[src/design/ism_pkg.sv]
package ism_pkg;
   localparam logic [4:0] ISM_A_CTRL1  = 5'h00;
   localparam logic [4:0] ISM_A_CTRL2  = 5'h04;
   localparam logic [4:0] ISM_A_STATUS = 5'h08;
   localparam logic [4:0] ISM_A_BUF    = 5'h0c;
   localparam logic [4:0] ISM_A_RELOAD = 5'h10;
   // First control register fields.
   localparam int ISM_C1_MODE   = 0;
   localparam int ISM_C1_EN     = 5;
   localparam int ISM_C1_FW_SCL = 6;
   localparam int ISM_C1_FW_SDA = 7;
   localparam logic [3:0] ISM_MODE_MASTER = 4'h8;
   localparam logic [3:0] ISM_MODE_FW     = 4'hb;
   // Second control register fields.
   localparam int ISM_C2_SEN  = 0;
   localparam int ISM_C2_RESTART_REQUEST_BIT = 1;
   localparam int ISM_C2_PEN  = 2;
   localparam int ISM_C2_ACK  = 6;
   // Status register fields, flags other than BF clear by writing one.
   localparam int ISM_S_SDET = 0;
   localparam int ISM_S_PDET = 1;
   localparam int ISM_S_BF   = 2;
   localparam int ISM_S_IRQ  = 3;
   localparam int ISM_S_WRITE_COLLISION_FLAG = 4;
   localparam int ISM_S_BCOL = 5;
   localparam logic [3:0] ISM_LAST_BIT = 4'h7;
   localparam logic [3:0] ISM_ACK_BIT  = 4'h8;

   typedef enum logic [4:0] {
      ISM_IDLE, ISM_ST_WAIT, ISM_ST_HOLD,
      ISM_RS_LOW, ISM_RS_SDA, ISM_RS_RISE, ISM_RS_HIGH, ISM_RS_DLOW,
      ISM_TX_LOW, ISM_TX_RISE, ISM_TX_HIGH,
      ISM_SP_SDA, ISM_SP_LOW, ISM_SP_RISE, ISM_SP_HIGH, ISM_SP_DET, ISM_SP_END
   } ism_state_t;

   typedef struct packed {
      logic       scl_oe;
      logic       sda_oe;
   } ism_drive_t;

   typedef struct packed {
      logic       sel;
      logic [4:0] addr;
   } ism_wr_t;
endpackage

[src/design/ism_master.sv]
// Operation
// - Enable plus master mode starts master operation.
// - Disable or reset clears start/stop flags.
// - Firmware mode: only start/stop detection active.
// - Irq flag on detects, bytes, acks, restart.
// - Master mode irq on request self-clear or ninth clock only.
// - Busy buffer write discarded, sets write collision.
// - Request bit writes ignored during start.
// - Restart begins next transfer, keeps bus.
// - Address byte then direction, then acked bytes.
// - Released clock: counter waits for high clock.
// - Start: timed high, data low, timed hold.
// - Start collision: lines low or early clock low.
// - Restart: clock low, data up, clock up, data low.
// - Restart ends with request cleared, data low.
// - Restart request ignored unless idle.
// - Restart collision on data low or clock fall.
// - Buffer write sets full flag, starts bits.
// - Eighth clock fall clears full, releases data.
// - Ninth clock ack sampled into result bit.
// - After ninth clock irq, clock held low.
// - Stop: data low, clock up, data up, irq.
//
// Implementation choices: the address map and the AHB-Lite slave port.
`timescale 1ns/1ps
`default_nettype none
module ism_master
   import ism_pkg::*;
(
   // Clock and reset.
   input  wire logic        hclk,
   input  wire logic        hresetn,
   // AHB-Lite slave.
   input  wire logic        hsel,
   input  wire logic [31:0] haddr,
   input  wire logic [1:0]  htrans,
   input  wire logic        hwrite,
   input  wire logic [2:0]  hsize,
   input  wire logic [31:0] hwdata,
   input  wire logic        hready,
   output logic             hreadyout,
   output logic             hresp,
   output logic [31:0]      hrdata,
   // Two-wire bus pins, open drain.
   input  wire logic        scl_i,
   output logic             scl_o,
   output logic             scl_oe,
   input  wire logic        sda_i,
   output logic             sda_o,
   output logic             sda_oe
);
   import ism_pkg::*;

   typedef struct packed {
      ism_state_t st;
      logic [7:0] cnt;
      logic [3:0] bitn;
      logic [7:0] shreg;
      logic [7:0] shbuf;
      logic [7:0] reload;
      logic [3:0] mode;
      logic       en, fw_scl, fw_sda;
      logic       start_request_bit, restart_request_bit, stop_request_bit, ackres;
      logic       sdet, pdet, bf, irq, write_collision_flag, bcol;
      ism_drive_t drv;
      logic       scl1, scl2, scl3, sda1, sda2, sda3;
      ism_wr_t    wr;
      logic [31:0] rdata;
   } ism_regs_t;

   ism_regs_t q, next_q;
   logic      scl, sda, tick, master, fwmode, wr_buf, wr_c2, wr_st;
   logic [7:0] wd;

   function automatic logic is_timed(input ism_state_t s);
      is_timed = !(s inside {ISM_IDLE, ISM_RS_LOW, ISM_RS_RISE, ISM_TX_RISE,
                             ISM_SP_SDA, ISM_SP_RISE, ISM_SP_DET});
   endfunction

   assign scl    = q.scl2;
   assign sda    = q.sda2;
   assign tick   = (q.cnt == 8'h00);
   assign master = q.en && (q.mode == ISM_MODE_MASTER);
   assign fwmode = q.en && (q.mode == ISM_MODE_FW);
   assign wd     = hwdata[7:0];
   assign wr_buf = q.wr.sel && (q.wr.addr == ISM_A_BUF);
   assign wr_c2  = q.wr.sel && (q.wr.addr == ISM_A_CTRL2);
   assign wr_st  = q.wr.sel && (q.wr.addr == ISM_A_STATUS);

   always_comb
   begin
      next_q = q;
      next_q.scl1 = scl_i;
      next_q.scl2 = q.scl1;
      next_q.scl3 = q.scl2;
      next_q.sda1 = sda_i;
      next_q.sda2 = q.sda1;
      next_q.sda3 = q.sda2;
      if (is_timed(q.st) && !tick)
      begin
         next_q.cnt = q.cnt - 8'h01;
      end
      // Register writes take effect in the data phase; clears come first so sets win.
      next_q.wr.sel  = hsel && htrans[1] && hready && hwrite;
      next_q.wr.addr = haddr[4:0];
      if (q.wr.sel && q.wr.addr == ISM_A_CTRL1)
      begin
         next_q.mode   = wd[ISM_C1_MODE +: 4];
         next_q.en     = wd[ISM_C1_EN];
         next_q.fw_scl = wd[ISM_C1_FW_SCL];
         next_q.fw_sda = wd[ISM_C1_FW_SDA];
      end
      if (q.wr.sel && q.wr.addr == ISM_A_RELOAD)
      begin
         next_q.reload = wd;
      end
      if (wr_st)
      begin
         next_q.sdet = q.sdet && !wd[ISM_S_SDET];
         next_q.pdet = q.pdet && !wd[ISM_S_PDET];
         next_q.irq  = q.irq && !wd[ISM_S_IRQ];
         next_q.write_collision_flag = q.write_collision_flag && !wd[ISM_S_WRITE_COLLISION_FLAG];
         next_q.bcol = q.bcol && !wd[ISM_S_BCOL];
      end
      // Requests are only accepted once any start in flight has finished.
      if (wr_c2 && master && !q.start_request_bit && q.st == ISM_IDLE)
      begin
         next_q.start_request_bit  = wd[ISM_C2_SEN];
         next_q.restart_request_bit = wd[ISM_C2_RESTART_REQUEST_BIT];
         next_q.stop_request_bit  = wd[ISM_C2_PEN];
      end
      // Detection sees the sampled lines, so the bus state is always real.
      if (q.en && scl && q.sda3 && !sda)
      begin
         next_q.sdet = 1'b1;
         next_q.pdet = 1'b0;
         if (fwmode)
         begin
            next_q.irq = 1'b1;
         end
      end
      if (q.en && scl && !q.sda3 && sda)
      begin
         next_q.pdet = 1'b1;
         next_q.sdet = 1'b0;
         if (fwmode)
         begin
            next_q.irq = 1'b1;
         end
      end
      if (wr_buf)
      begin
         if (master && q.st == ISM_IDLE && !q.start_request_bit && !q.restart_request_bit && !q.stop_request_bit)
         begin
            next_q.shbuf = wd;
            next_q.shreg = wd;
            next_q.bf    = 1'b1;
            next_q.bitn  = 4'h0;
            next_q.drv.scl_oe = 1'b1;
            next_q.drv.sda_oe = !wd[ISM_LAST_BIT[2:0]];
            next_q.cnt   = q.reload;
            next_q.st    = ISM_TX_LOW;
         end
         else
         begin
            next_q.write_collision_flag = 1'b1;
         end
      end
      case (q.st)
         ISM_IDLE:
         begin
            if (master && q.start_request_bit)
            begin
               if (scl && sda)
               begin
                  next_q.cnt = q.reload;
                  next_q.st  = ISM_ST_WAIT;
               end
               else if (!scl && !sda)
               begin
                  next_q.bcol = 1'b1;
                  next_q.start_request_bit  = 1'b0;
               end
            end
            else if (master && q.restart_request_bit)
            begin
               next_q.drv.scl_oe = 1'b1;
               next_q.st = ISM_RS_LOW;
            end
            else if (master && q.stop_request_bit)
            begin
               next_q.drv.sda_oe = 1'b1;
               next_q.drv.scl_oe = 1'b1;
               next_q.st = ISM_SP_SDA;
            end
         end
         ISM_ST_WAIT:
         begin
            if (!scl)
            begin
               next_q.bcol = 1'b1;
               next_q.start_request_bit  = 1'b0;
               next_q.st   = ISM_IDLE;
            end
            else if (tick && sda)
            begin
               next_q.drv.sda_oe = 1'b1;
               next_q.sdet = 1'b1;
               next_q.pdet = 1'b0;
               next_q.cnt  = q.reload;
               next_q.st   = ISM_ST_HOLD;
            end
         end
         ISM_ST_HOLD:
         begin
            if (tick)
            begin
               next_q.start_request_bit = 1'b0;
               next_q.irq = 1'b1;
               next_q.st  = ISM_IDLE;
            end
         end
         ISM_RS_LOW:
         begin
            if (!scl)
            begin
               next_q.drv.sda_oe = 1'b0;
               next_q.cnt = q.reload;
               next_q.st  = ISM_RS_SDA;
            end
         end
         ISM_RS_SDA:
         begin
            if (tick && sda)
            begin
               next_q.drv.scl_oe = 1'b0;
               next_q.st = ISM_RS_RISE;
            end
         end
         ISM_RS_RISE:
         begin
            if (scl && !sda)
            begin
               next_q.bcol = 1'b1;
               next_q.restart_request_bit = 1'b0;
               next_q.st   = ISM_IDLE;
            end
            else if (scl)
            begin
               next_q.cnt = q.reload;
               next_q.st  = ISM_RS_HIGH;
            end
         end
         ISM_RS_HIGH:
         begin
            if (!scl)
            begin
               next_q.bcol = 1'b1;
               next_q.restart_request_bit = 1'b0;
               next_q.st   = ISM_IDLE;
            end
            else if (tick)
            begin
               next_q.drv.sda_oe = 1'b1;
               next_q.sdet = 1'b1;
               next_q.pdet = 1'b0;
               next_q.cnt  = q.reload;
               next_q.st   = ISM_RS_DLOW;
            end
         end
         ISM_RS_DLOW:
         begin
            if (tick)
            begin
               next_q.drv.scl_oe = 1'b1;
               next_q.restart_request_bit = 1'b0;
               next_q.irq  = 1'b1;
               next_q.st   = ISM_IDLE;
            end
         end
         ISM_TX_LOW:
         begin
            if (tick)
            begin
               next_q.drv.scl_oe = 1'b0;
               next_q.st = ISM_TX_RISE;
            end
         end
         ISM_TX_RISE:
         begin
            // A slave stretching the clock stalls the counter here.
            if (scl)
            begin
               next_q.cnt = q.reload;
               next_q.st  = ISM_TX_HIGH;
            end
         end
         ISM_TX_HIGH:
         begin
            if (tick)
            begin
               next_q.drv.scl_oe = 1'b1;
               next_q.cnt  = q.reload;
               next_q.bitn = q.bitn + 4'h1;
               next_q.shreg = {q.shreg[6:0], 1'b0};
               next_q.drv.sda_oe = !q.shreg[6];
               next_q.st = ISM_TX_LOW;
               if (q.bitn == ISM_LAST_BIT)
               begin
                  next_q.bf = 1'b0;
                  next_q.drv.sda_oe = 1'b0;
               end
               if (q.bitn == ISM_ACK_BIT)
               begin
                  next_q.ackres = sda;
                  next_q.irq = 1'b1;
                  next_q.drv.sda_oe = q.drv.sda_oe;
                  next_q.st = ISM_IDLE;
               end
            end
         end
         ISM_SP_SDA:
         begin
            if (!sda)
            begin
               next_q.cnt = q.reload;
               next_q.st  = ISM_SP_LOW;
            end
         end
         ISM_SP_LOW:
         begin
            if (tick)
            begin
               next_q.drv.scl_oe = 1'b0;
               next_q.st = ISM_SP_RISE;
            end
         end
         ISM_SP_RISE:
         begin
            if (scl)
            begin
               next_q.cnt = q.reload;
               next_q.st  = ISM_SP_HIGH;
            end
         end
         ISM_SP_HIGH:
         begin
            if (tick)
            begin
               next_q.drv.sda_oe = 1'b0;
               next_q.st = ISM_SP_DET;
            end
         end
         ISM_SP_DET:
         begin
            if (scl && sda)
            begin
               next_q.pdet = 1'b1;
               next_q.sdet = 1'b0;
               next_q.cnt  = q.reload;
               next_q.st   = ISM_SP_END;
            end
         end
         ISM_SP_END:
         begin
            if (tick)
            begin
               next_q.stop_request_bit = 1'b0;
               next_q.irq = 1'b1;
               next_q.st  = ISM_IDLE;
            end
         end
         default:
         begin
            next_q.st = ISM_IDLE;
         end
      endcase
      if (fwmode)
      begin
         next_q.drv.scl_oe = !q.fw_scl;
         next_q.drv.sda_oe = !q.fw_sda;
      end
      if (!q.en)
      begin
         next_q.st   = ISM_IDLE;
         next_q.drv  = '0;
         next_q.start_request_bit  = 1'b0;
         next_q.restart_request_bit = 1'b0;
         next_q.stop_request_bit  = 1'b0;
         next_q.sdet = 1'b0;
         next_q.pdet = 1'b0;
      end
      // Read data is prepared in the address phase so the slave never waits.
      case (haddr[4:0])
         ISM_A_CTRL1:  next_q.rdata = {24'h0, q.fw_sda, q.fw_scl, q.en, 1'b0, q.mode};
         ISM_A_CTRL2:  next_q.rdata = {25'h0, q.ackres, 3'h0, q.stop_request_bit, q.restart_request_bit, q.start_request_bit};
         ISM_A_STATUS: next_q.rdata = {26'h0, q.bcol, q.write_collision_flag, q.irq, q.bf, q.pdet, q.sdet};
         ISM_A_BUF:    next_q.rdata = {24'h0, q.shbuf};
         ISM_A_RELOAD: next_q.rdata = {24'h0, q.reload};
         default:      next_q.rdata = 32'h0;
      endcase
   end

   always_ff @(posedge hclk or negedge hresetn)
   begin
      if (!hresetn)
      begin
         q <= '0;
         q.scl1 <= 1'b1;
         q.scl2 <= 1'b1;
         q.scl3 <= 1'b1;
         q.sda1 <= 1'b1;
         q.sda2 <= 1'b1;
         q.sda3 <= 1'b1;
      end
      else
      begin
         q <= next_q;
      end
   end

   // Zero-wait slave: ready is low only in reset, response never changes; both stay registered.
   always_ff @(posedge hclk or negedge hresetn)
   begin
      if (!hresetn)
      begin
         hreadyout <= 1'b0;
         hresp     <= 1'b0;
         scl_o     <= 1'b0;
         sda_o     <= 1'b0;
      end
      else
      begin
         hreadyout <= 1'b1;
         hresp     <= 1'b0;
         scl_o     <= 1'b0;
         sda_o     <= 1'b0;
      end
   end

   assign hrdata = q.rdata;
   assign scl_oe = q.drv.scl_oe;
   assign sda_oe = q.drv.sda_oe;
endmodule
`default_nettype wire

[config.mk]
export PLATFORM = sky130hd
export DESIGN_NAME = ism_master
export DESIGN_NICKNAME = d
export VERILOG_FILES = /design/src/design/ism_pkg.sv /design/src/design/ism_master.sv
export SDC_FILE = /design/constraint.sdc
export NUM_CORES = 1
export LEC_CHECK = 0
export BUFFER_PORTS_ARGS = -buffer_cell sky130_fd_sc_hd__buf_2
export CORE_MARGIN = 3
export CORE_UTILIZATION = 25
export CTS_BUF_LIST = sky130_fd_sc_hd__clkbuf_2 sky130_fd_sc_hd__clkbuf_4 sky130_fd_sc_hd__clkbuf_8
export DETAILED_ROUTE_END_ITERATION = 16
export GPL_TIMING_DRIVEN = 0
export SETUP_SLACK_MARGIN = 0.2
export SLEW_MARGIN = 10
export SYNTH_ARGS = -nofsm -noshare
export SYNTH_HDL_FRONTEND = slang
export SYNTH_SLANG_ARGS = --single-unit
[constraint.sdc]
create_clock -name hclk -period 2.1 [get_ports hclk]
set_clock_uncertainty 0.05 [all_clocks]
set_input_delay 0.42 -clock hclk [delete_from_list [all_inputs] [get_ports hclk]]
set_output_delay 0.42 -clock hclk [all_outputs]
set_load 0.05 [all_outputs]
Yosys cells after proc, flatten, opt, wreduce, memory -nomap -nowiden:

Index checks and enable logic that the tools add are counted.

* memory bits (read-only): 0
* output and inout bits: 38
* bits of input ports: 76
* bits in latches: 0
* register bits after elaboration: 104
* bits in writable memories: 0
* memories kept: 0
* word-level logic and storage cells: 225

* multiply operators: 0
* div/mod/pow operators: 0
* $add $sub $neg: 2
* eq/ne operators: 29
* $lt $le $gt $ge: 0
* shifts and indexed selects: 0
* multiplexer cells: 101
* reductions and logical operators: 62
* bitwise operators: 0

Operator list (number)
* $mux W13: 9
* $pmux W8 S10: 1
* $pmux W5 S15: 1
* $mux W33: 2
* $eq A5 B4 Y1 const B: 12
* $mux W5: 12
* $mux W1: 40
* $mux W8: 5
* $pmux W8 S5: 1
* $logic_and A1 B1 Y1: 35
* $mux W2: 17
* $eq A5 B3 Y1 const B: 6
* $mux W25: 1
* $logic_not A1 Y1: 17
* $eq A5 B5 Y1 const B: 3
* $logic_not A5 Y1: 3
* $eq A4 B4 Y1 const B: 3
* $mux W12: 1
* $eq A5 B2 Y1 const B: 2
* $mux W3: 3
* $pmux W1 S3: 3
* $logic_not A8 Y1: 1
* $sub A8 B1 Y8 const B: 1
* $reduce_bool A7 Y1: 1
* other kinds (13): 14

Depth between registers and ports, before layout:

* depth in word-level cells: 14
* gate-level depth with buffers: 11
* depth with buffers taken out: 9

Worst setup path after synthesis:

No wires, ideal clock.

* path kind: register -> register
* start: register q[100] in the netlist's numbering
* end: register q[97] in the netlist's numbering
* clock period less this slack: 2.265 ns
* data required time: 1.911 ns
* library setup time: 0.139 ns
* cell stages (with the launch flop): 9
* arrival: 2.076 ns
* path slack: -0.165 ns
* buffers on the path: 2
* path through: dfrtp_1 > or4_4 > nor4_4 > and4_1 > buf_4 > buf_6 > a21oi_1 > o31ai_1 > nand4_1

RTL lines
* from (decl): line ism_master.sv:71 `ism_regs_t q, next_q;`
* from (signal assigned): line ism_master.sv:418 `q <= next_q;`

==> metrics.cfg <==
[finish]
stdcell_count = 976
drive_above_1_share = 0.346
seqCellArea_um2 = 1990
fill_cells = 2035
area_delta_synth_final_pct = 35.5
fin_nets = 786
fin_util = 0.347
multi_input_area_um2 = 3110
antenna_cells = 0

[synthesis]
async_flop_share = 1.00
synth.yosys.seq_area_share = 0.394
synth_area_per_cell_um2 = 8.52
synth_commonest_cells = 90 x nand2_1, 74 x dfrtp_1, 47 x nor2_1
synth.distinct_cells = 70
synth_top_area_frac = 0.368
synth_flop_cell = dfrtp_1
synth-seq-cells = 79
yosys_warnings = 0
synthTopCellsByArea = dfrtp_1 37%, nand2_1 6.7%, buf_4 5.5%
synth_most_common_cell = nand2_1
synth.cell_area_um2 = 5030
yosysTopAreaCell = dfrtp_1
netlist_instances = 591
synth_edf_count = 0

[route]
drtAntennaViolNets = 0
drt_iter0_drc = 535
remaining_drc_errors = 0
first_pass_iters = 5
wire_per_inst_um = 17.2
vias = 4927
vias_per_cell = 5.05
wl_um = 16800

[setup_path]
cp_data_required_time_ns = 2.37
crit_path_max_fanout = 10
cp-start-kind = flip-flop
worstPathArrival_ns = 2.79
endpoint_kind = flip-flop
criticalPathCategory = reg2reg

[floorplanning]
core_area_um2 = 19700
num_io_pins = 114
die_x_um = 148
rows = 51
die-area_um2 = 21900
die_h_um = 148
start_util = 0.256

[run]
cap_violations = 0

[place]
io_buffers = 31
dp_slack_ns = -0.613
dpl.hpwl_um = 11700
place_inst = 914
place.gp.congestion = 0.947

[grt]
antenna_found_initial = 0
grt_max_degree = 52
grt-ovfl-total = 0
grt_pass1_wl_um = 25900
grtUsageTotal = 0.150
grt_pass1_vias = 4667

[worst_hold_path]
hold_class = in2reg

[timing]
setup-tns-final_ns = -11.00
slew_headroom = 0.651
rsz0062_at_grt = yes
finalWorstSetupSlack_ns = -0.424
slew_viol_final = 0
period_share = 1.20
setup_viol = 38
finalHoldViolCount = 0
min_period_ns = 2.52
worstMarginPinSlew_ns = 0.517
max_freq_ghz = 0.396

[cts]
cts_sinks = 79
cts_buffer_depth = 2
cts-root-buf = clkbuf_8
htreeDepth = 3
cts_tree = yes
cts_inserted_buffers = 9
insertion_delay_ns = 0.37
path_clk_slew_ns = 0.09

[power_and_ir_drop]
pwr_density_cell_nw_per_um2 = 463
power.total_w = 0.00316
leakagePower_nw = 3.05
vdd_drop_max_uv = 391

[outcome]
violations = negative setup slack
status = complete, but fails checks

-- where the power goes --
group	switching (W)	internal [W]
Sequential	0.0000566	0.00157
Clock	0.000612	0.000486
Combinational	0.000294	0.000135
-- worst max-delay path, stage by stage, from the launching register on --
cell and delay (ns):
dfrtp_2 0.49, buf_4 0.23, nor4bb_1 0.51, and3_1 0.35, a21oi_2 0.10, and2_1 0.22, nor4b_1 0.16, o31ai_1 0.23
a211o_1 0.13
-- final timing paths --
check	startpoint	end	slack [ns]	cells past startpoint
worst max-delay path	q[103]	q[93]	-0.42	8
worst min-delay path	scl_i	next_q[42]	0.1	1
worst max register to register	q[103]	q[93]	-0.42	8
worst min register to register	next_q[39]	sda	0.31	0
max in group asynchronous	hresetn	scl	0.85	3
min in group asynchronous	hresetn	q[93]	0.49	2
-- layout make-up --
type	instances	area share
Multi-Input combinational cell	459	0.456
Sequential cell	79	0.291
Timing Repair Buffer	78	0.0919
Buffer	64	0.0763
Tap cell	265	0.0486
Clock buffer	11	0.0213
Inverter	15	0.00826
Clock inverter	5	0.00624
-- metal layers --
metal,GRT usage,routed length [um],vias to the layer above,part of all wire
li1,-,-,2279,-
met1,0.206,7300,2345,0.44
met2,0.226,7620,250,0.45
met3,0.0258,1230,53,0.074
met4,0.0762,604,0,0.036
met5,0,0,-,0
-- flip-flops by register name (all words and copies together) (netlist names) --
register   flops
sda            1
hreadyout      1
scl_oe         1
next_q         2
sda_oe         1
q             64
hrdata         8
scl            1
-- cells by family (layout without fill, tap and decap cells) --
group	count (synthesis)	in the layout	synth area share
xor gates and xnor gates	11	11	0.0191
other	2	28	0.00149
muxes	32	32	0.0676
AOI/OAI and AO/OA	149	149	0.185
DFF	79	79	0.394
and+or+nand+nor	235	235	0.234
buffers and inverters	79	173	0.0890
adders and majority gates	4	4	0.00994
-- layout by cell type, fill, tap and decap left out, types with 12 or more instances in the layout --
cell / instances
inv_1: 12
buf_2: 34
a21oi_1: 36
mux2i_1: 16
nor2_1: 38
buf_4: 64
mux2_2: 14
dfrtp_1: 71
nand2_1: 86
nand3_1: 15
buf_6: 19
clkbuf_8: 13
conb_1: 28
o21ai_0: 33
-- repair_timing --
item	in CTS	in global routing
hold endpoints to repair	28	0
setup buffers	35	9
cloned	0	1
endpoints found under the setup margin	52	44
pin swaps	30	23
gates resized for setup	99	49
hold buffers	1	0
-- stage by stage --
stage	hold WS (ns)	cell area (um^2)
6_report	0.0977	6820
5_1_grt	0.0673	6820
4_1_cts	0.0760	6540
3_5_place_dp	0.300	5700
3_3_place_gp	0.297	5670
2_1_floorplan	0.0744	5190
No activity file was read; power rests on OpenSTA's default activity.
